### src/core/pps_pkg.sv
// constants shared by the parallel slave port block
package pps_pkg;
    // ---------------------------------------------------------------
    // bus widths
    // ---------------------------------------------------------------
    localparam int PPS_AW = 8;
    localparam int PPS_DW = 32;

    // ---------------------------------------------------------------
    // register byte offsets
    // ---------------------------------------------------------------
    localparam logic [7:0] PPS_OFF_PIN_EN = 8'h00;
    localparam logic [7:0] PPS_OFF_STATUS = 8'h04;
    localparam logic [7:0] PPS_OFF_PADCFG = 8'h08;
    localparam logic [7:0] PPS_OFF_CTRL   = 8'h0C;
    localparam logic [7:0] PPS_OFF_IN1    = 8'h10;
    localparam logic [7:0] PPS_OFF_IN2    = 8'h14;
    localparam logic [7:0] PPS_OFF_OUT1   = 8'h18;
    localparam logic [7:0] PPS_OFF_OUT2   = 8'h1C;

    // ---------------------------------------------------------------
    // writable bit masks
    // ---------------------------------------------------------------
    localparam logic [15:0] PPS_PIN_EN_MASK = 16'h47FF;
    localparam logic [15:0] PPS_PADCFG_MASK = 16'h0003;
    localparam logic [15:0] PPS_CTRL_MASK   = 16'h7B00;

    // ---------------------------------------------------------------
    // field positions
    // ---------------------------------------------------------------
    localparam int PPS_PIN_CS      = 14;
    localparam int PPS_PIN_ADDR    = 2;
    localparam int PPS_ST_IN_ALL   = 15;
    localparam int PPS_ST_IN_OVF   = 14;
    localparam int PPS_ST_OUT_ALL  = 7;
    localparam int PPS_ST_OUT_UNF  = 6;
    localparam int PPS_PAD_TTL     = 0;
    localparam int PPS_PAD_SEC     = 1;
    localparam int PPS_CTRL_MODE   = 8;
    localparam int PPS_CTRL_INC    = 11;
    localparam int PPS_CTRL_IRQ    = 13;

    // ---------------------------------------------------------------
    // reset values and encodings
    // ---------------------------------------------------------------
    localparam logic [15:0] PPS_REG_RESET   = 16'h0000;
    localparam logic [3:0]  PPS_EMPTY_RESET = 4'hF;
    localparam logic [1:0]  PPS_MODE_LEGACY = 2'h0;
    localparam logic [1:0]  PPS_MODE_ENH    = 2'h1;
    localparam logic [1:0]  PPS_INC_AUTO    = 2'h3;
    localparam logic [1:0]  PPS_IRQ_BUF3    = 2'h3;
    localparam logic [1:0]  PPS_SLOT_LAST   = 2'h3;
endpackage

### src/core/pps_slave_port.sv
// parallel slave port: pin enables, byte buffers, status, apb slave
//
// Notes on behaviour
// RULE_01: chip-select pad serves the port only while its pin enable is set.
// RULE_02: nine address pin enables hand upper address pads to the port.
// RULE_03: two low pin enables hand low address or latch pads to port.
// RULE_04: input-all-full reads one only when all four input bytes hold data.
// RULE_05: external write to a full input byte sets overflow; software clears.
// RULE_06: per-byte input full flag sets on write, clears on software read.
// RULE_07: output-all-empty reads one only when all four output bytes are empty.
// RULE_08: external read of an empty output byte sets underflow; software clears.
// RULE_09: per-byte output empty flag clears on software write, sets on read.
// RULE_10: after reset output empty flags read one, other status zero.
// RULE_11: addressable mode picks byte buffer from the two low address lines.
// RULE_12: input buffer select picks ttl levels when set, schmitt when clear.
// RULE_13: calendar pad carries seconds clock or alarm, gated by its enable.
// RULE_14: small package variant has no upper address pads to enable.
// RULE_15: unimplemented bits ignore writes and read zero.
// RULE_16: mode 01 is enhanced addressed slave, 00 legacy without address.
// RULE_17: irq mode 11 pulses on buffer 3 or address 11 access.
// RULE_18: increment mode 11 in legacy mode walks buffers on each transfer.
// RULE_19: the external master checks status before risking over or underflow.
// RULE_20: overflowing write keeps the old byte and only sets overflow.
//
// The register offsets and the APB register port were left to the implementer.
`timescale 1ns/10ps
`default_nettype none

module pps_slave_port #(
    parameter bit HAS_UPPER_ADDR = 1'b1
) (
    input  wire logic                      pclk,
    input  wire logic                      presetn,
    input  wire logic                      psel,
    input  wire logic                      penable,
    input  wire logic                      pwrite,
    input  wire logic [pps_pkg::PPS_AW-1:0] paddr,
    input  wire logic [pps_pkg::PPS_DW-1:0] pwdata,
    input  wire logic [3:0]                pstrb,
    output logic [pps_pkg::PPS_DW-1:0]     prdata,
    output logic                           pready,
    output logic                           pslverr,
    input  wire logic                      ext_cs,
    input  wire logic                      ext_rd,
    input  wire logic                      ext_wr,
    input  wire logic [1:0]                port_addr_low,
    input  wire logic [7:0]                ext_din,
    output logic [7:0]                     ext_dout,
    output logic                           ext_dout_oe,
    output logic                           buffer_irq,
    input  wire logic                      seconds_clock,
    input  wire logic                      alarm_pulse,
    input  wire logic                      calendar_out_enable,
    output logic                           calendar_pad,
    output logic                           ttl_input_select,
    output logic                           chip_select_pin_enable,
    output logic [8:0]                     address_pin_enables,
    output logic [1:0]                     latch_strobe_pin_enables
);
    import pps_pkg::*;

    // ---------------------------------------------------------------
    // helpers
    // ---------------------------------------------------------------
    // masked byte-lane write; masked bits stay zero forever
    function automatic logic [15:0] wr16(input logic [15:0] old,
                                         input logic [31:0] wd,
                                         input logic [3:0]  st,
                                         input logic [15:0] mask);
        logic [15:0] v;
        v = old;
        if (st[0]) begin
            v[7:0] = wd[7:0];
        end
        if (st[1]) begin
            v[15:8] = wd[15:8];
        end
        return v & mask;
    endfunction

    // byte buffer chosen for an external transfer
    function automatic logic [1:0] slot_sel(input logic [1:0] md,
                                            input logic       inc,
                                            input logic [1:0] adr,
                                            input logic [1:0] ptr);
        logic [1:0] s;
        s = 2'h0;
        if (md == PPS_MODE_ENH) begin
            s = adr;
        end else if (inc) begin
            s = ptr;
        end
        return s;
    endfunction

    function automatic logic [3:0] slot_hot(input logic [1:0] s);
        return 4'(4'h1 << s);
    endfunction

    // ---------------------------------------------------------------
    // state
    // ---------------------------------------------------------------
    logic [15:0] pin_en;
    logic [15:0] pad_cfg;
    logic [15:0] ctrl;
    logic        in_ovf;
    logic        out_unf;
    logic [3:0]  in_full;
    logic [3:0]  out_empty;
    logic [7:0]  in_buf  [4];
    logic [7:0]  out_buf [4];
    logic [1:0]  rd_ptr;
    logic [1:0]  wr_ptr;
    logic        rd_q;
    logic        wr_q;

    // ---------------------------------------------------------------
    // apb decode
    // ---------------------------------------------------------------
    wire apb_acc  = psel & penable & ~pready;
    wire apb_go   = psel & penable & pready;
    wire apb_wr   = apb_go & pwrite;
    wire apb_rd   = apb_go & ~pwrite;
    wire hit_pin  = paddr == PPS_OFF_PIN_EN;
    wire hit_st   = paddr == PPS_OFF_STATUS;
    wire hit_pad  = paddr == PPS_OFF_PADCFG;
    wire hit_ctrl = paddr == PPS_OFF_CTRL;
    wire hit_in1  = paddr == PPS_OFF_IN1;
    wire hit_in2  = paddr == PPS_OFF_IN2;
    wire hit_out1 = paddr == PPS_OFF_OUT1;
    wire hit_out2 = paddr == PPS_OFF_OUT2;
    wire mapped   = |{hit_pin, hit_st, hit_pad, hit_ctrl,
                      hit_in1, hit_in2, hit_out1, hit_out2};

    // ---------------------------------------------------------------
    // mode decode and external strobes
    // ---------------------------------------------------------------
    wire [1:0] mode     = ctrl[PPS_CTRL_MODE +: 2];
    wire [1:0] inc_mode = ctrl[PPS_CTRL_INC +: 2];
    wire [1:0] irq_mode = ctrl[PPS_CTRL_IRQ +: 2];
    // master modes leave the slave buffers alone
    wire slave_mode = (mode == PPS_MODE_LEGACY) | (mode == PPS_MODE_ENH); // RULE_16
    wire auto_inc   = (mode == PPS_MODE_LEGACY) & (inc_mode == PPS_INC_AUTO); // RULE_18
    // pad left as general i/o means the port never sees a select
    wire cs_ok      = pin_en[PPS_PIN_CS] & ext_cs & slave_mode; // RULE_01
    wire [1:0] alow = port_addr_low & pin_en[1:0]; // RULE_03
    wire ext_wr_go  = cs_ok & ext_wr & ~wr_q;
    wire ext_rd_go  = cs_ok & ext_rd & ~rd_q;
    wire [1:0] wr_slot = slot_sel(mode, auto_inc, alow, wr_ptr); // RULE_11
    wire [1:0] rd_slot = slot_sel(mode, auto_inc, alow, rd_ptr); // RULE_11

    // ---------------------------------------------------------------
    // flag updates; hardware set wins over a same-cycle clear
    // ---------------------------------------------------------------
    wire [3:0] in_set  = slot_hot(wr_slot) & {4{ext_wr_go}} & ~in_full; // RULE_06
    wire       ovf_set = ext_wr_go & in_full[wr_slot]; // RULE_05
    wire [3:0] in_clr  = {{2{apb_rd & hit_in2}}, {2{apb_rd & hit_in1}}}; // RULE_06
    wire [3:0] out_set = slot_hot(rd_slot) & {4{ext_rd_go}} & ~out_empty; // RULE_09
    wire       unf_set = ext_rd_go & out_empty[rd_slot]; // RULE_08
    wire [3:0] out_clr = {pstrb[1:0] & {2{apb_wr & hit_out2}},
                          pstrb[1:0] & {2{apb_wr & hit_out1}}}; // RULE_09
    // only a zero written into the flag clears it
    wire ovf_clr = apb_wr & hit_st & pstrb[1] & ~pwdata[PPS_ST_IN_OVF];
    wire unf_clr = apb_wr & hit_st & pstrb[0] & ~pwdata[PPS_ST_OUT_UNF];
    wire [3:0] next_in_full   = in_set | (in_full & ~in_clr);
    wire [3:0] next_out_empty = out_set | (out_empty & ~out_clr);
    wire next_in_ovf  = ovf_set | (in_ovf & ~ovf_clr); // RULE_05
    wire next_out_unf = unf_set | (out_unf & ~unf_clr); // RULE_08

    // ---------------------------------------------------------------
    // read data
    // ---------------------------------------------------------------
    wire in_all_full   = &in_full; // RULE_04
    wire out_all_empty = &out_empty; // RULE_07
    // unimplemented status bits are hard zeros
    wire [15:0] status_word = {in_all_full, in_ovf, 2'h0, in_full,
                               out_all_empty, out_unf, 2'h0, out_empty}; // RULE_15
    wire [15:0] rd_word =
        hit_pin  ? pin_en :
        hit_st   ? status_word :
        hit_pad  ? pad_cfg :
        hit_ctrl ? ctrl :
        hit_in1  ? {in_buf[1], in_buf[0]} :
        hit_in2  ? {in_buf[3], in_buf[2]} :
        hit_out1 ? {out_buf[1], out_buf[0]} :
        hit_out2 ? {out_buf[3], out_buf[2]} : 16'h0000;

    wire buf3_hit  = ((ext_wr_go & (wr_slot == PPS_SLOT_LAST)) |
                      (ext_rd_go & (rd_slot == PPS_SLOT_LAST)));
    wire next_irq  = (irq_mode == PPS_IRQ_BUF3) & buf3_hit; // RULE_17
    wire next_cal  = calendar_out_enable &
                     (pad_cfg[PPS_PAD_SEC] ? seconds_clock : alarm_pulse); // RULE_13

    // ---------------------------------------------------------------
    // apb answer: one wait cycle, then pready with registered data
    // ---------------------------------------------------------------
    always_ff @(posedge pclk or negedge presetn) begin
        if (!presetn) begin
            pready  <= 1'b0;
            pslverr <= 1'b0;
            prdata  <= 32'h0000_0000;
        end else begin
            pready  <= apb_acc;
            pslverr <= apb_acc & ~mapped;
            prdata  <= (apb_acc & ~pwrite) ? {16'h0000, rd_word} : 32'h0000_0000;
        end
    end

    // ---------------------------------------------------------------
    // software-written configuration
    // ---------------------------------------------------------------
    always_ff @(posedge pclk or negedge presetn) begin
        if (!presetn) begin
            pin_en  <= PPS_REG_RESET;
            pad_cfg <= PPS_REG_RESET;
            ctrl    <= PPS_REG_RESET;
        end else begin
            if (apb_wr & hit_pin) begin
                pin_en <= wr16(pin_en, pwdata, pstrb, PPS_PIN_EN_MASK); // RULE_15
            end
            if (apb_wr & hit_pad) begin
                pad_cfg <= wr16(pad_cfg, pwdata, pstrb, PPS_PADCFG_MASK); // RULE_15
            end
            if (apb_wr & hit_ctrl) begin
                ctrl <= wr16(ctrl, pwdata, pstrb, PPS_CTRL_MASK);
            end
        end
    end

    // ---------------------------------------------------------------
    // status flags and transfer pointers
    // ---------------------------------------------------------------
    always_ff @(posedge pclk or negedge presetn) begin
        if (!presetn) begin
            in_full   <= 4'h0;
            out_empty <= PPS_EMPTY_RESET; // RULE_10
            in_ovf    <= 1'b0;
            out_unf   <= 1'b0;
            rd_ptr    <= 2'h0;
            wr_ptr    <= 2'h0;
            rd_q      <= 1'b0;
            wr_q      <= 1'b0;
        end else begin
            in_full   <= next_in_full;
            out_empty <= next_out_empty;
            in_ovf    <= next_in_ovf;
            out_unf   <= next_out_unf;
            rd_q      <= ext_rd;
            wr_q      <= ext_wr;
            // pointer walks even on a refused byte, as the master counts it
            if (ext_wr_go & auto_inc) begin
                wr_ptr <= wr_ptr + 2'h1; // RULE_18
            end
            if (ext_rd_go & auto_inc) begin
                rd_ptr <= rd_ptr + 2'h1; // RULE_18
            end
        end
    end

    // ---------------------------------------------------------------
    // byte buffers; a full input byte is never overwritten
    // ---------------------------------------------------------------
    always_ff @(posedge pclk or negedge presetn) begin
        if (!presetn) begin
            for (int i = 0; i < 4; i++) begin
                in_buf[i]  <= 8'h00;
                out_buf[i] <= 8'h00;
            end
        end else begin
            for (int i = 0; i < 4; i++) begin
                if (in_set[i]) begin
                    in_buf[i] <= ext_din; // RULE_20
                end
                if (out_clr[i]) begin
                    out_buf[i] <= pwdata[8*(i%2) +: 8];
                end
            end
        end
    end

    // ---------------------------------------------------------------
    // pad side outputs
    // ---------------------------------------------------------------
    always_ff @(posedge pclk or negedge presetn) begin
        if (!presetn) begin
            ext_dout     <= 8'h00;
            ext_dout_oe  <= 1'b0;
            buffer_irq   <= 1'b0;
            calendar_pad <= 1'b0;
        end else begin
            if (ext_rd_go) begin
                ext_dout <= out_buf[rd_slot];
            end
            ext_dout_oe  <= cs_ok & ext_rd;
            buffer_irq   <= next_irq;
            calendar_pad <= next_cal;
        end
    end

    // pin function enables straight from their register bits
    assign chip_select_pin_enable   = pin_en[PPS_PIN_CS]; // RULE_01
    // without upper pads the bits are stored but steer nothing
    assign address_pin_enables      = pin_en[PPS_PIN_ADDR +: 9] &
                                      {9{HAS_UPPER_ADDR}}; // RULE_02 RULE_14
    assign latch_strobe_pin_enables = pin_en[1:0]; // RULE_03
    assign ttl_input_select         = pad_cfg[PPS_PAD_TTL]; // RULE_12
endmodule

`default_nettype wire

### config.mk
export PLATFORM = sky130hd
export DESIGN_NAME = pps_slave_port
export DESIGN_NICKNAME = d
export VERILOG_FILES = /design/src/core/pps_pkg.sv /design/src/core/pps_slave_port.sv
export SDC_FILE = /design/constraint.sdc
export NUM_CORES = 1
export LEC_CHECK = 0
export ABC_AREA = 1
export BUFFER_PORTS_ARGS = -buffer_cell sky130_fd_sc_hd__buf_2
export CORE_UTILIZATION = 55
export CTS_CLUSTER_SIZE = 40
export DETAILED_ROUTE_END_ITERATION = 10
export PLACE_DENSITY = 0.89
export SETUP_SLACK_MARGIN = 0.2
export SLEW_MARGIN = 20
export SYNTH_ARGS = -nofsm -noshare
export SYNTH_HDL_FRONTEND = slang
export SYNTH_SLANG_ARGS = --single-unit
### constraint.sdc
create_clock -name pclk -period 2.9 [get_ports pclk]
set_clock_uncertainty 0.15 [all_clocks]
set_input_delay 0.145 -clock pclk [delete_from_list [all_inputs] [get_ports pclk]]
set_output_delay 0.145 -clock pclk [all_outputs]
set_load 0.02 [all_outputs]
==> impl_metrics.toml, run 1 <==
[status]
status = "finished, final reports clean"

[pwr]
clkPwrFrac = 0.499
combinationalPowerShare = 0.050
powerDensity_nw_per_um2 = 526.5
p_seq_frac = 0.451
switching_share = 0.2409
vdd_ir_drop_max_uv = 529.6
power_w = 0.004021
p_switching_w = 0.0009688
internal-power_w = 0.003052
leakage_nw = 3.926

[place]
port_buffers = 88
placed_area_um2 = 6748
dp_hpwl_um = 11580
dp.cells = 971
gp_congestion = 0.8954

[sta]
slew_viol_final = 0
fmax_mhz = 428.7
rsz0062_at_grt = "no"
slew_headroom = 0.5442
setup_viol = 0
fin_crit_sh = 0.8043
setup_tns_ns = 0
min_period_ns = 2.332
worstMarginPinSlew_ns = 0.6800
hold_viol = 0

[setup_path]
cp.arrival_ns = 2.51
cpPeakStageDelay_ns = 0.54
critPathMaxFanout = 4
slowest_stage = "dlygate4sd3_1"
worstPathRequired_ns = 3.08
rrSetupSlack_ns = 0.80
rr_endpoint = "in_buf[20]"
path_cells = "dlygate4sd3_1, buf_2, nand2_1, dlygate4sd3_1, nor2_1, nand2_1, a211oi_1, o21ai_0, a21oi_1"
rr_worst_depth = 6
crit_family = "buffers and inverters"
path_buf_inv = 3
reg2reg_from = "ctrl[9]"
worstSetupEndpointType = "register"
startpoint_type = "input port"
crit_type = "in2reg"

[grt]
grt_pass1_wl_um = 27800
gr-total-overflow = 0
grt_pass1_vias = 5577
grt_max_degree = 62
track_usage = 0.3183
antenna_found_initial = 0

[clocking]
htree_levels = 4
cts_tree = "yes"
cts_setup_buffers = 0
clk_pin_slew_ns = 0.05
cts_buffer_depth = 2
cts_buffers = 17
cts_resized = 0
root_buffer = "clkbuf_16"
clock_latency_ns = 0.43
clock-sinks = 129

[yosys]
ys_types = 38
synth_warnings = 0
synthCells = 763
synth.cell_area_um2 = 6285
synth-seq-cells = 129
seq_area_frac_synth = 0.5144
avgSynthCellArea_um2 = 8.237

[final_layout]
nNetsFinal = 949
final_core_util = 0.6954
num_antenna_cells = 0
drive_above_1_share = 0.2062
fillerInstances = 842
fin_cells = 1037
area_growth_pct = 21.52
fin_area_um2 = 7637

[floorplanning]
dieArea_um2 = 11860
rows = 38
ioPinCount = 123
design.core.area_um2 = 10980
initial_core_util = 0.5722
die_h_um = 108.9
fp.dieW_um = 108.9

[worst_hold_path]
holdPathEnd = "in_ovf"
hp-start = "pstrb[1]"
hp-class = "in2reg"
holdPathStages = 4

[routing]
routed_wl_um = 17330
drt-initial-drc-count = 650
vias = 5908
first_pass_iters = 5
drc = 0
viasPerCell = 5.697
antenna_left = 0
wire_per_inst_um = 16.71

[job]
maxCapViolCount = 0
-- per-layer routing --
metal	track usage	share of wire
met4	0.1544	0.042
met5	0	0
met1	0.4133	0.39
met3	0.07950	0.092
met2	0.4982	0.48
-- metrics by stage --
stage	hold slack [ns]	worst slack [ns]
4_1_cts	0.004159	0.6471
6_report	0.02251	0.5675
2_1_floorplan	-0.3006	1.188
3_3_place_gp	0.04099	0.9260
5_1_grt	0.04683	0.4038
3_5_place_dp	0.04039	0.9047
-- cell usage after synthesis (all sizes together) --
library cell	n	area, um2
nor4	1	6.260
a31oi	3	18.77
clkinv	1	3.750
buf	36	242.7
nor2	28	150.1
a211oi	1	7.510
clkbuf	3	11.26
nand4	9	92.59
o22ai	11	68.82
nand2	266	1033
nand3	22	135.1
conb	1	3.750
xor2	2	17.52
o211ai	2	15.01
dfrtp	125	3128
o21ai	117	645.6
dfstp	4	105.1
inv	78	292.8
o21bai	4	30.03
xnor2	2	17.52
a21oi	38	190.2
o31ai	3	22.52
nor3	6	46.30
-- layout by cell type (no fill, tap or decap), types with 2 or more instances in the layout --
cell and n:
nand2_4 2, o211ai_1 2, conb_1 16, dlygate4sd3_1 34
nand2_2 8, o21ai_0 33, o22ai_1 11, clkbuf_16 17
nand4_4 2, nand3_4 2, dfrtp_1 125, nor2_1 18
nand2_1 256, clkbuf_1 2, nor2_4 4, inv_1 62
buf_4 4, clkinv_4 5, buf_2 87, nor3_1 4
o21ai_2 16, nor2_2 6, dfstp_2 4, a21oi_1 38
a31oi_1 3, xor2_1 2, o21bai_1 4, nand4_1 6
o31ai_1 3, nand3_1 20, inv_2 16, clkinvlp_4 3
o21ai_1 68, xnor2_1 2, clkinv_2 4
-- how the worst max path moves through the flow --
stage | startpoint | cells past startpoint | to
floorplan | pin_en[14] | 6 | in_buf[14]
global placement | ctrl[9] | 7 | buffer_irq
detailed placement | ctrl[9] | 6 | rd_ptr[1]
CTS | penable | 9 | prdata[12]
global route | penable | 9 | prdata[12]
finish | penable | 9 | prdata[12]
-- power by group through the flow --
stage | registers, W | clock network, W | logic [W]
final | 0.00181 | 0.00201 | 0.000202
after global routing | 0.00181 | 0.00208 | 0.000223
after CTS | 0.00181 | 0.00200 | 0.000199
after detailed placement | 0.00184 | 0 | 0.000163
after global placement | 0.00184 | 0 | 0.000160
after floorplan | 0.00185 | 0 | 0.0000792
-- layout make-up --
| type | count | area, um2 | share of cell area |
|---|---|---|---|
| sequential | 129 | 3233 | 0.4233 |
| multi-input combinational | 531 | 2557 | 0.3349 |
| timing repair buffer | 126 | 825.8 | 0.1081 |
| clock buffer | 19 | 432.9 | 0.05668 |
| inverter | 79 | 296.5 | 0.03883 |
| tap | 140 | 175.2 | 0.02294 |
| clock inverter | 13 | 116.4 | 0.01524 |
-- registers in the layout (all words and copies together), names as in the netlist, 2 cells and up --
register / cells
ctrl: 6
ext_dout: 8
in_buf: 32
in_full: 4
out_buf: 32
out_empty: 4
pad_cfg: 2
pin_en: 12
prdata: 16
rd_ptr: 2
wr_ptr: 2
-- cell families (layout without fill, tap and decap cells) --
kind of cell / Yosys count / in the layout / share of synthesized area
DFF: 129 / 129 / 0.5144
buffers and inverters: 118 / 237 / 0.08760
xor gates and xnor gates: 4 / 4 / 0.005575
other: 1 / 16 / 0.0005967
AOI/OAI and AO/OA: 179 / 179 / 0.1589
and+or+nand+nor: 332 / 332 / 0.2329
-- worst reg2reg max path, stage by stage (launching register included) --
cell and delay [ns]:
dfrtp_1 0.41, inv_2 0.13, nand3_4 0.12, nor4_1 0.34, nand4_2 0.49, nand2_1 0.22
o21ai_1 0.11
-- what timing repair did --
item / in CTS / in global routing
hold buffers: 34 / 0
endpoints found under the setup margin: 0 / 0
endpoints found under the hold margin: 136 / 0
No activity file was read; power rests on OpenSTA's default activity.
==> run 2, diff against run 1 <==
--- a/config.mk
+++ b/config.mk
@@ -7,10 +7,10 @@
 export LEC_CHECK = 0
 export ABC_AREA = 1
 export BUFFER_PORTS_ARGS = -buffer_cell sky130_fd_sc_hd__buf_2
-export CORE_UTILIZATION = 55
+export CORE_UTILIZATION = 50
 export CTS_CLUSTER_SIZE = 40
 export DETAILED_ROUTE_END_ITERATION = 10
-export PLACE_DENSITY = 0.89
+export PLACE_DENSITY = 0.85
 export SETUP_SLACK_MARGIN = 0.2
 export SLEW_MARGIN = 20
 export SYNTH_ARGS = -nofsm -noshare
==> constraint.sdc (replaced) <==
create_clock -name pclk -period 2 [get_ports pclk]
set_clock_uncertainty 0.15 [all_clocks]
set_input_delay 0.1 -clock pclk [delete_from_list [all_inputs] [get_ports pclk]]
set_output_delay 0.1 -clock pclk [all_outputs]
set_load 0.02 [all_outputs]
==> impl_metrics.toml, run 2 (synthesis results as in run 1) <==
[status]
status = "finished, final reports clean"

[floorplanning]
die_h_um = 114.1
rows = 40
dieArea_um2 = 13020
design.core.area_um2 = 12110
fp.dieW_um = 114.1
initial_core_util = 0.5189
ioPinCount = 123

[final_layout]
multi_input_area_um2 = 2728
fillerInstances = 931
area_growth_pct = 29.98
drive_above_1_share = 0.2470
top_regs = "in_buf (32), out_buf (32), prdata (16)"
num_antenna_cells = 0
mostFrequentLayoutCell = "nand2_1"
most-common-layout-cells = "nand2_1, dfrtp_1, buf_2, inv_1, o21ai_1"
regArea_um2 = 3233
nNetsFinal = 975

[routing]
viasPerCell = 5.476
wire_per_inst_um = 16.67
vias = 5974
first_pass_iters = 5
antenna_left = 0
drc = 0
routed_wl_um = 18190
drt-initial-drc-count = 661

[setup_path]
worstSetupEndpointType = "register"
startpoint_type = "register"
crit_type = "reg2reg"
critPathMaxFanout = 17
worstPathRequired_ns = 2.16
cp.arrival_ns = 2.01

[clocking]
cts_buffer_depth = 2
root_buffer = "clkbuf_16"
clk_pin_slew_ns = 0.05
cts_buffers = 17
clock_latency_ns = 0.42
clock-sinks = 129
cts_tree = "yes"
htree_levels = 4

[place]
dp_slack_ns = 0.1122
gp_congestion = 0.9008
port_buffers = 88
dp_hpwl_um = 11950

[pwr]
vdd_ir_drop_max_uv = 605.5
powerDensity_nw_per_um2 = 754.9
leakage_nw = 4.159
power_w = 0.006167

[grt]
grt_pass1_vias = 5612
antenna_found_initial = 0
gr-total-overflow = 0
grt_pass1_wl_um = 27820
track_usage = 0.2847
grt_max_degree = 41

[sta]
min_period_ns = 1.849
hold_viol = 0
slew_viol_final = 0
fin_crit_sh = 0.9243
setup_tns_ns = 0
setup_viol = 0
hold_slack_ns = 0.01371
rsz0062_at_grt = "yes"
setup_ws_ns = 0.1514
fmax_mhz = 540.9

[worst_hold_path]
hp-class = "in2reg"

[job]
maxCapViolCount = 0
## run 2: timing repair
item	CTS	global route
buffers inserted	2	8
pin swaps	2	4
cloned	1	2
endpoints found under the hold margin	221	0
hold buffers	39	0
resized for setup	1	36
endpoints found under the setup margin	11	83
## run 2: power breakdown
part	leakage (nW)	internal (W)	switching, W
registers	1.71	0.00262	0.00000673
logic	2.16	0.000115	0.000200
clock network	0.295	0.00212	0.00110
## run 2: stage by stage
stage / cells / utilization / instance area (um2)
final: 1091 / 0.6745 / 8169
after global routing: 1091 / 0.6745 / 8169
after CTS: 1081 / 0.6548 / 7930
after detailed placement: 1007 / 0.5660 / 6855
after global placement: 1007 / 0.5660 / 6855
after floorplan: 778 / - / 6341
## run 2: final timing paths
check,from,endpoint,slack (ns),depth (start not counted)
setup / recovery,ctrl[9],ext_dout[6],0.15,11
hold / removal,psel,in_full[2],0.01,4
setup reg to reg,ctrl[9],ext_dout[6],0.15,11
hold reg to reg,in_buf[10],in_buf[10],0.33,2
max in group asynchronous,presetn,out_empty[0],0.94,3
min in group asynchronous,presetn,in_buf[17],0.04,2
## run 2: worst max-delay path: stages (launching register included)
cell and delay, ns:
dfrtp_1 0.44, inv_2 0.15, nand4_1 0.18, nand2_4 0.21, buf_12 0.13, nand2_8 0.11
nand2_1 0.09, nand2_1 0.05, nand2_1 0.06, nand2_1 0.07, nand2_1 0.05, nand2_1 0.04
## run 2: metal layers
| metal | vias to the layer above | GRT usage | wire length, um |
|---|---|---|---|
| li1 | 2758 | - | - |
| met1 | 2833 | 0.3675 | 7136 |
| met2 | 327 | 0.4558 | 8617 |
| met3 | 56 | 0.06723 | 1745 |
| met4 | 0 | 0.1342 | 687 |
| met5 | - | 0 | 0 |
## run 2: final cells by class
type | count | area share
Timing Repair Buffer | 149 | 0.1299
Clock inverter | 8 | 0.01532
Multi-Input combinational cell | 534 | 0.3339
Clock buffer | 24 | 0.06142
Sequential cell | 129 | 0.3958
Tap cell | 168 | 0.02573
Inverter | 79 | 0.03798
==> run 3, diff against run 2 <==
--- a/config.mk
+++ b/config.mk
@@ -6,11 +6,11 @@
 export NUM_CORES = 1
 export LEC_CHECK = 0
 export ABC_AREA = 1
-export BUFFER_PORTS_ARGS = -buffer_cell sky130_fd_sc_hd__buf_2
-export CORE_UTILIZATION = 50
+export CORE_UTILIZATION = 55
 export CTS_CLUSTER_SIZE = 40
 export DETAILED_ROUTE_END_ITERATION = 10
-export PLACE_DENSITY = 0.85
+export DONT_BUFFER_PORTS = 1
+export PLACE_DENSITY = 0.82
 export SETUP_SLACK_MARGIN = 0.2
 export SLEW_MARGIN = 20
 export SYNTH_ARGS = -nofsm -noshare
==> impl_metrics.toml, run 3 (synthesis results as in run 1) <==
[status]
status = "finished, violations left"
violations = "negative hold slack"

[routing]
antenna_left = 0
vias = 5841
drc = 0
routed_wl_um = 18010
drt-initial-drc-count = 718
first_pass_iters = 7
viasPerCell = 5.960
wire_per_inst_um = 18.38

[setup_path]
cp.arrival_ns = 1.96
crit_type = "reg2reg"
startpoint_type = "register"
worstSetupEndpointType = "register"
rr_worst_depth = 8
worstPathRequired_ns = 2.16
critPathMaxFanout = 8

[grt]
track_usage = 0.3132
grt_max_degree = 130
grt_pass1_wl_um = 27100
grt_pass1_vias = 5285
antenna_found_initial = 0
gr-total-overflow = 0

[sta]
rsz0062_at_grt = "yes"
slew_headroom = 0.5403
hold_viol = 129
worstMarginPinSlew_ns = 0.6842
hold_slack_ns = -0.7761
slew_viol_final = 0
fmax_mhz = 553.3
fin_crit_sh = 0.9036
min_period_ns = 1.807
setup_viol = 0
setup_tns_ns = 0

[clocking]
root_buffer = "clkbuf_16"
cts_buffer_depth = 2
ctsHoldBuffers = 40
clock_latency_ns = 0.43
clock-sinks = 129
cts_buffers = 17
htree_levels = 4
cts_tree = "yes"
clk_pin_slew_ns = 0.06

[job]
maxCapViolCount = 0

[floorplanning]
dieArea_um2 = 11860
die_h_um = 108.9
rows = 38
initial_core_util = 0.5722
fp.dieW_um = 108.9
design.core.area_um2 = 10980
ioPinCount = 123

[pwr]
leakage_nw = 3.698
vdd_ir_drop_max_uv = 827.4
powerDensity_nw_per_um2 = 781.7
power_w = 0.005977

[final_layout]
area_growth_pct = 21.66
nNetsFinal = 892
top_regs = "in_buf (32), out_buf (32), prdata (16)"
mostFrequentLayoutCell = "nand2_1"
fin_cells = 980
most-common-layout-cells = "nand2_1, dfrtp_1, o21ai_1, inv_1, dlygate4sd3_1"
drive_above_1_share = 0.1633

[place]
gp_congestion = 0.9315
port_buffers = 0
dp_hpwl_um = 11580
dp.cells = 892

[worst_hold_path]
hp-class = "in2async"
run 3: changes by cell type in the layout (fill, tap and decap cells not counted), moves of 2 or more:
cell	change
buf_2	-87
o21ai_1	+11
o21ai_2	-11
buf_4	+4
clkbuf_8	-4
buf_12	-3
clkinv_4	+3
nand2_2	+3
clkbuf_1	-2
inv_2	+2
nand2_1	-2
nor3_2	-2
run 3: routing by layer:
| layer | track usage | vias up | wire, um |
|---|---|---|---|
| li1 | - | 2599 | - |
| met4 | 0.1641 | 0 | 844 |
| met1 | 0.4070 | 2786 | 6920 |
| met2 | 0.4856 | 376 | 8452 |
| met3 | 0.07591 | 80 | 1791 |
| met5 | 0 | - | 0 |
run 3: worst paths after layout:
kind | slack, ns | end | startpoint
worst min register to register | 0.32 | rd_ptr[1] | rd_ptr[1]
worst min-delay path | -0.78 | prdata[15] | presetn
min in group pclk | 0.03 | out_unf | penable
max in group asynchronous | 2.15 | out_empty[1] | presetn
worst max register to register | 0.19 | in_buf[5] | ctrl[9]
worst max-delay path | 0.19 | in_buf[5] | ctrl[9]
run 3: cell type report:
| cell class | instances | area, um2 |
|---|---|---|
| inverters | 79 | 304.0 |
| well taps | 140 | 175.2 |
| diodes | 1 | 2.502 |
| flip-flops and latches | 129 | 3234 |
| clock inverters | 13 | 163.9 |
| multi-input cells | 536 | 2721 |
| clock buffers | 18 | 439.2 |
| repair buffers | 64 | 605.6 |
| fillers | 774 | 3337 |
run 3: where the power goes:
part / internal (W) / leakage [nW] / total [W] / switching (W)
Sequential: 0.00262 / 1.71 / 0.00263 / 0.0000118
Clock: 0.00198 / 0.280 / 0.00314 / 0.00116
Combinational: 0.0000742 / 1.71 / 0.000201 / 0.000127
Total: 0.00468 / 3.70 / 0.00598 / 0.00130
run 3: what timing repair did:
item	4_1_cts	5_1_grt
endpoints found under the setup margin	39	73
gates cloned	0	5
resized for setup	5	24
pin swaps	3	7
buffers inserted	2	9
hold endpoints to repair	237	129
run 3: through the flow:
| step | instance area, um2 | util | setup WS (ns) |
|---|---|---|---|
| floorplan | 6341 | - | 0.2883 |
| global placement | 6360 | 0.5791 | 0.1616 |
| detailed placement | 6360 | 0.5791 | 0.1058 |
| CTS | 7431 | 0.6766 | 0.1676 |
| global route | 7644 | 0.6959 | 0.09229 |
| finish | 7646 | 0.6962 | 0.1927 |
run 3: critical path, stage by stage, from the launching register on:
cell and delay [ns]:
dfrtp_2 0.45, nor2_4 0.20, inv_2 0.10, nand2_2 0.14
nand2_8 0.11, nor2_4 0.21, nand3_2 0.17, nand2_1 0.11
o21ai_2 0.05
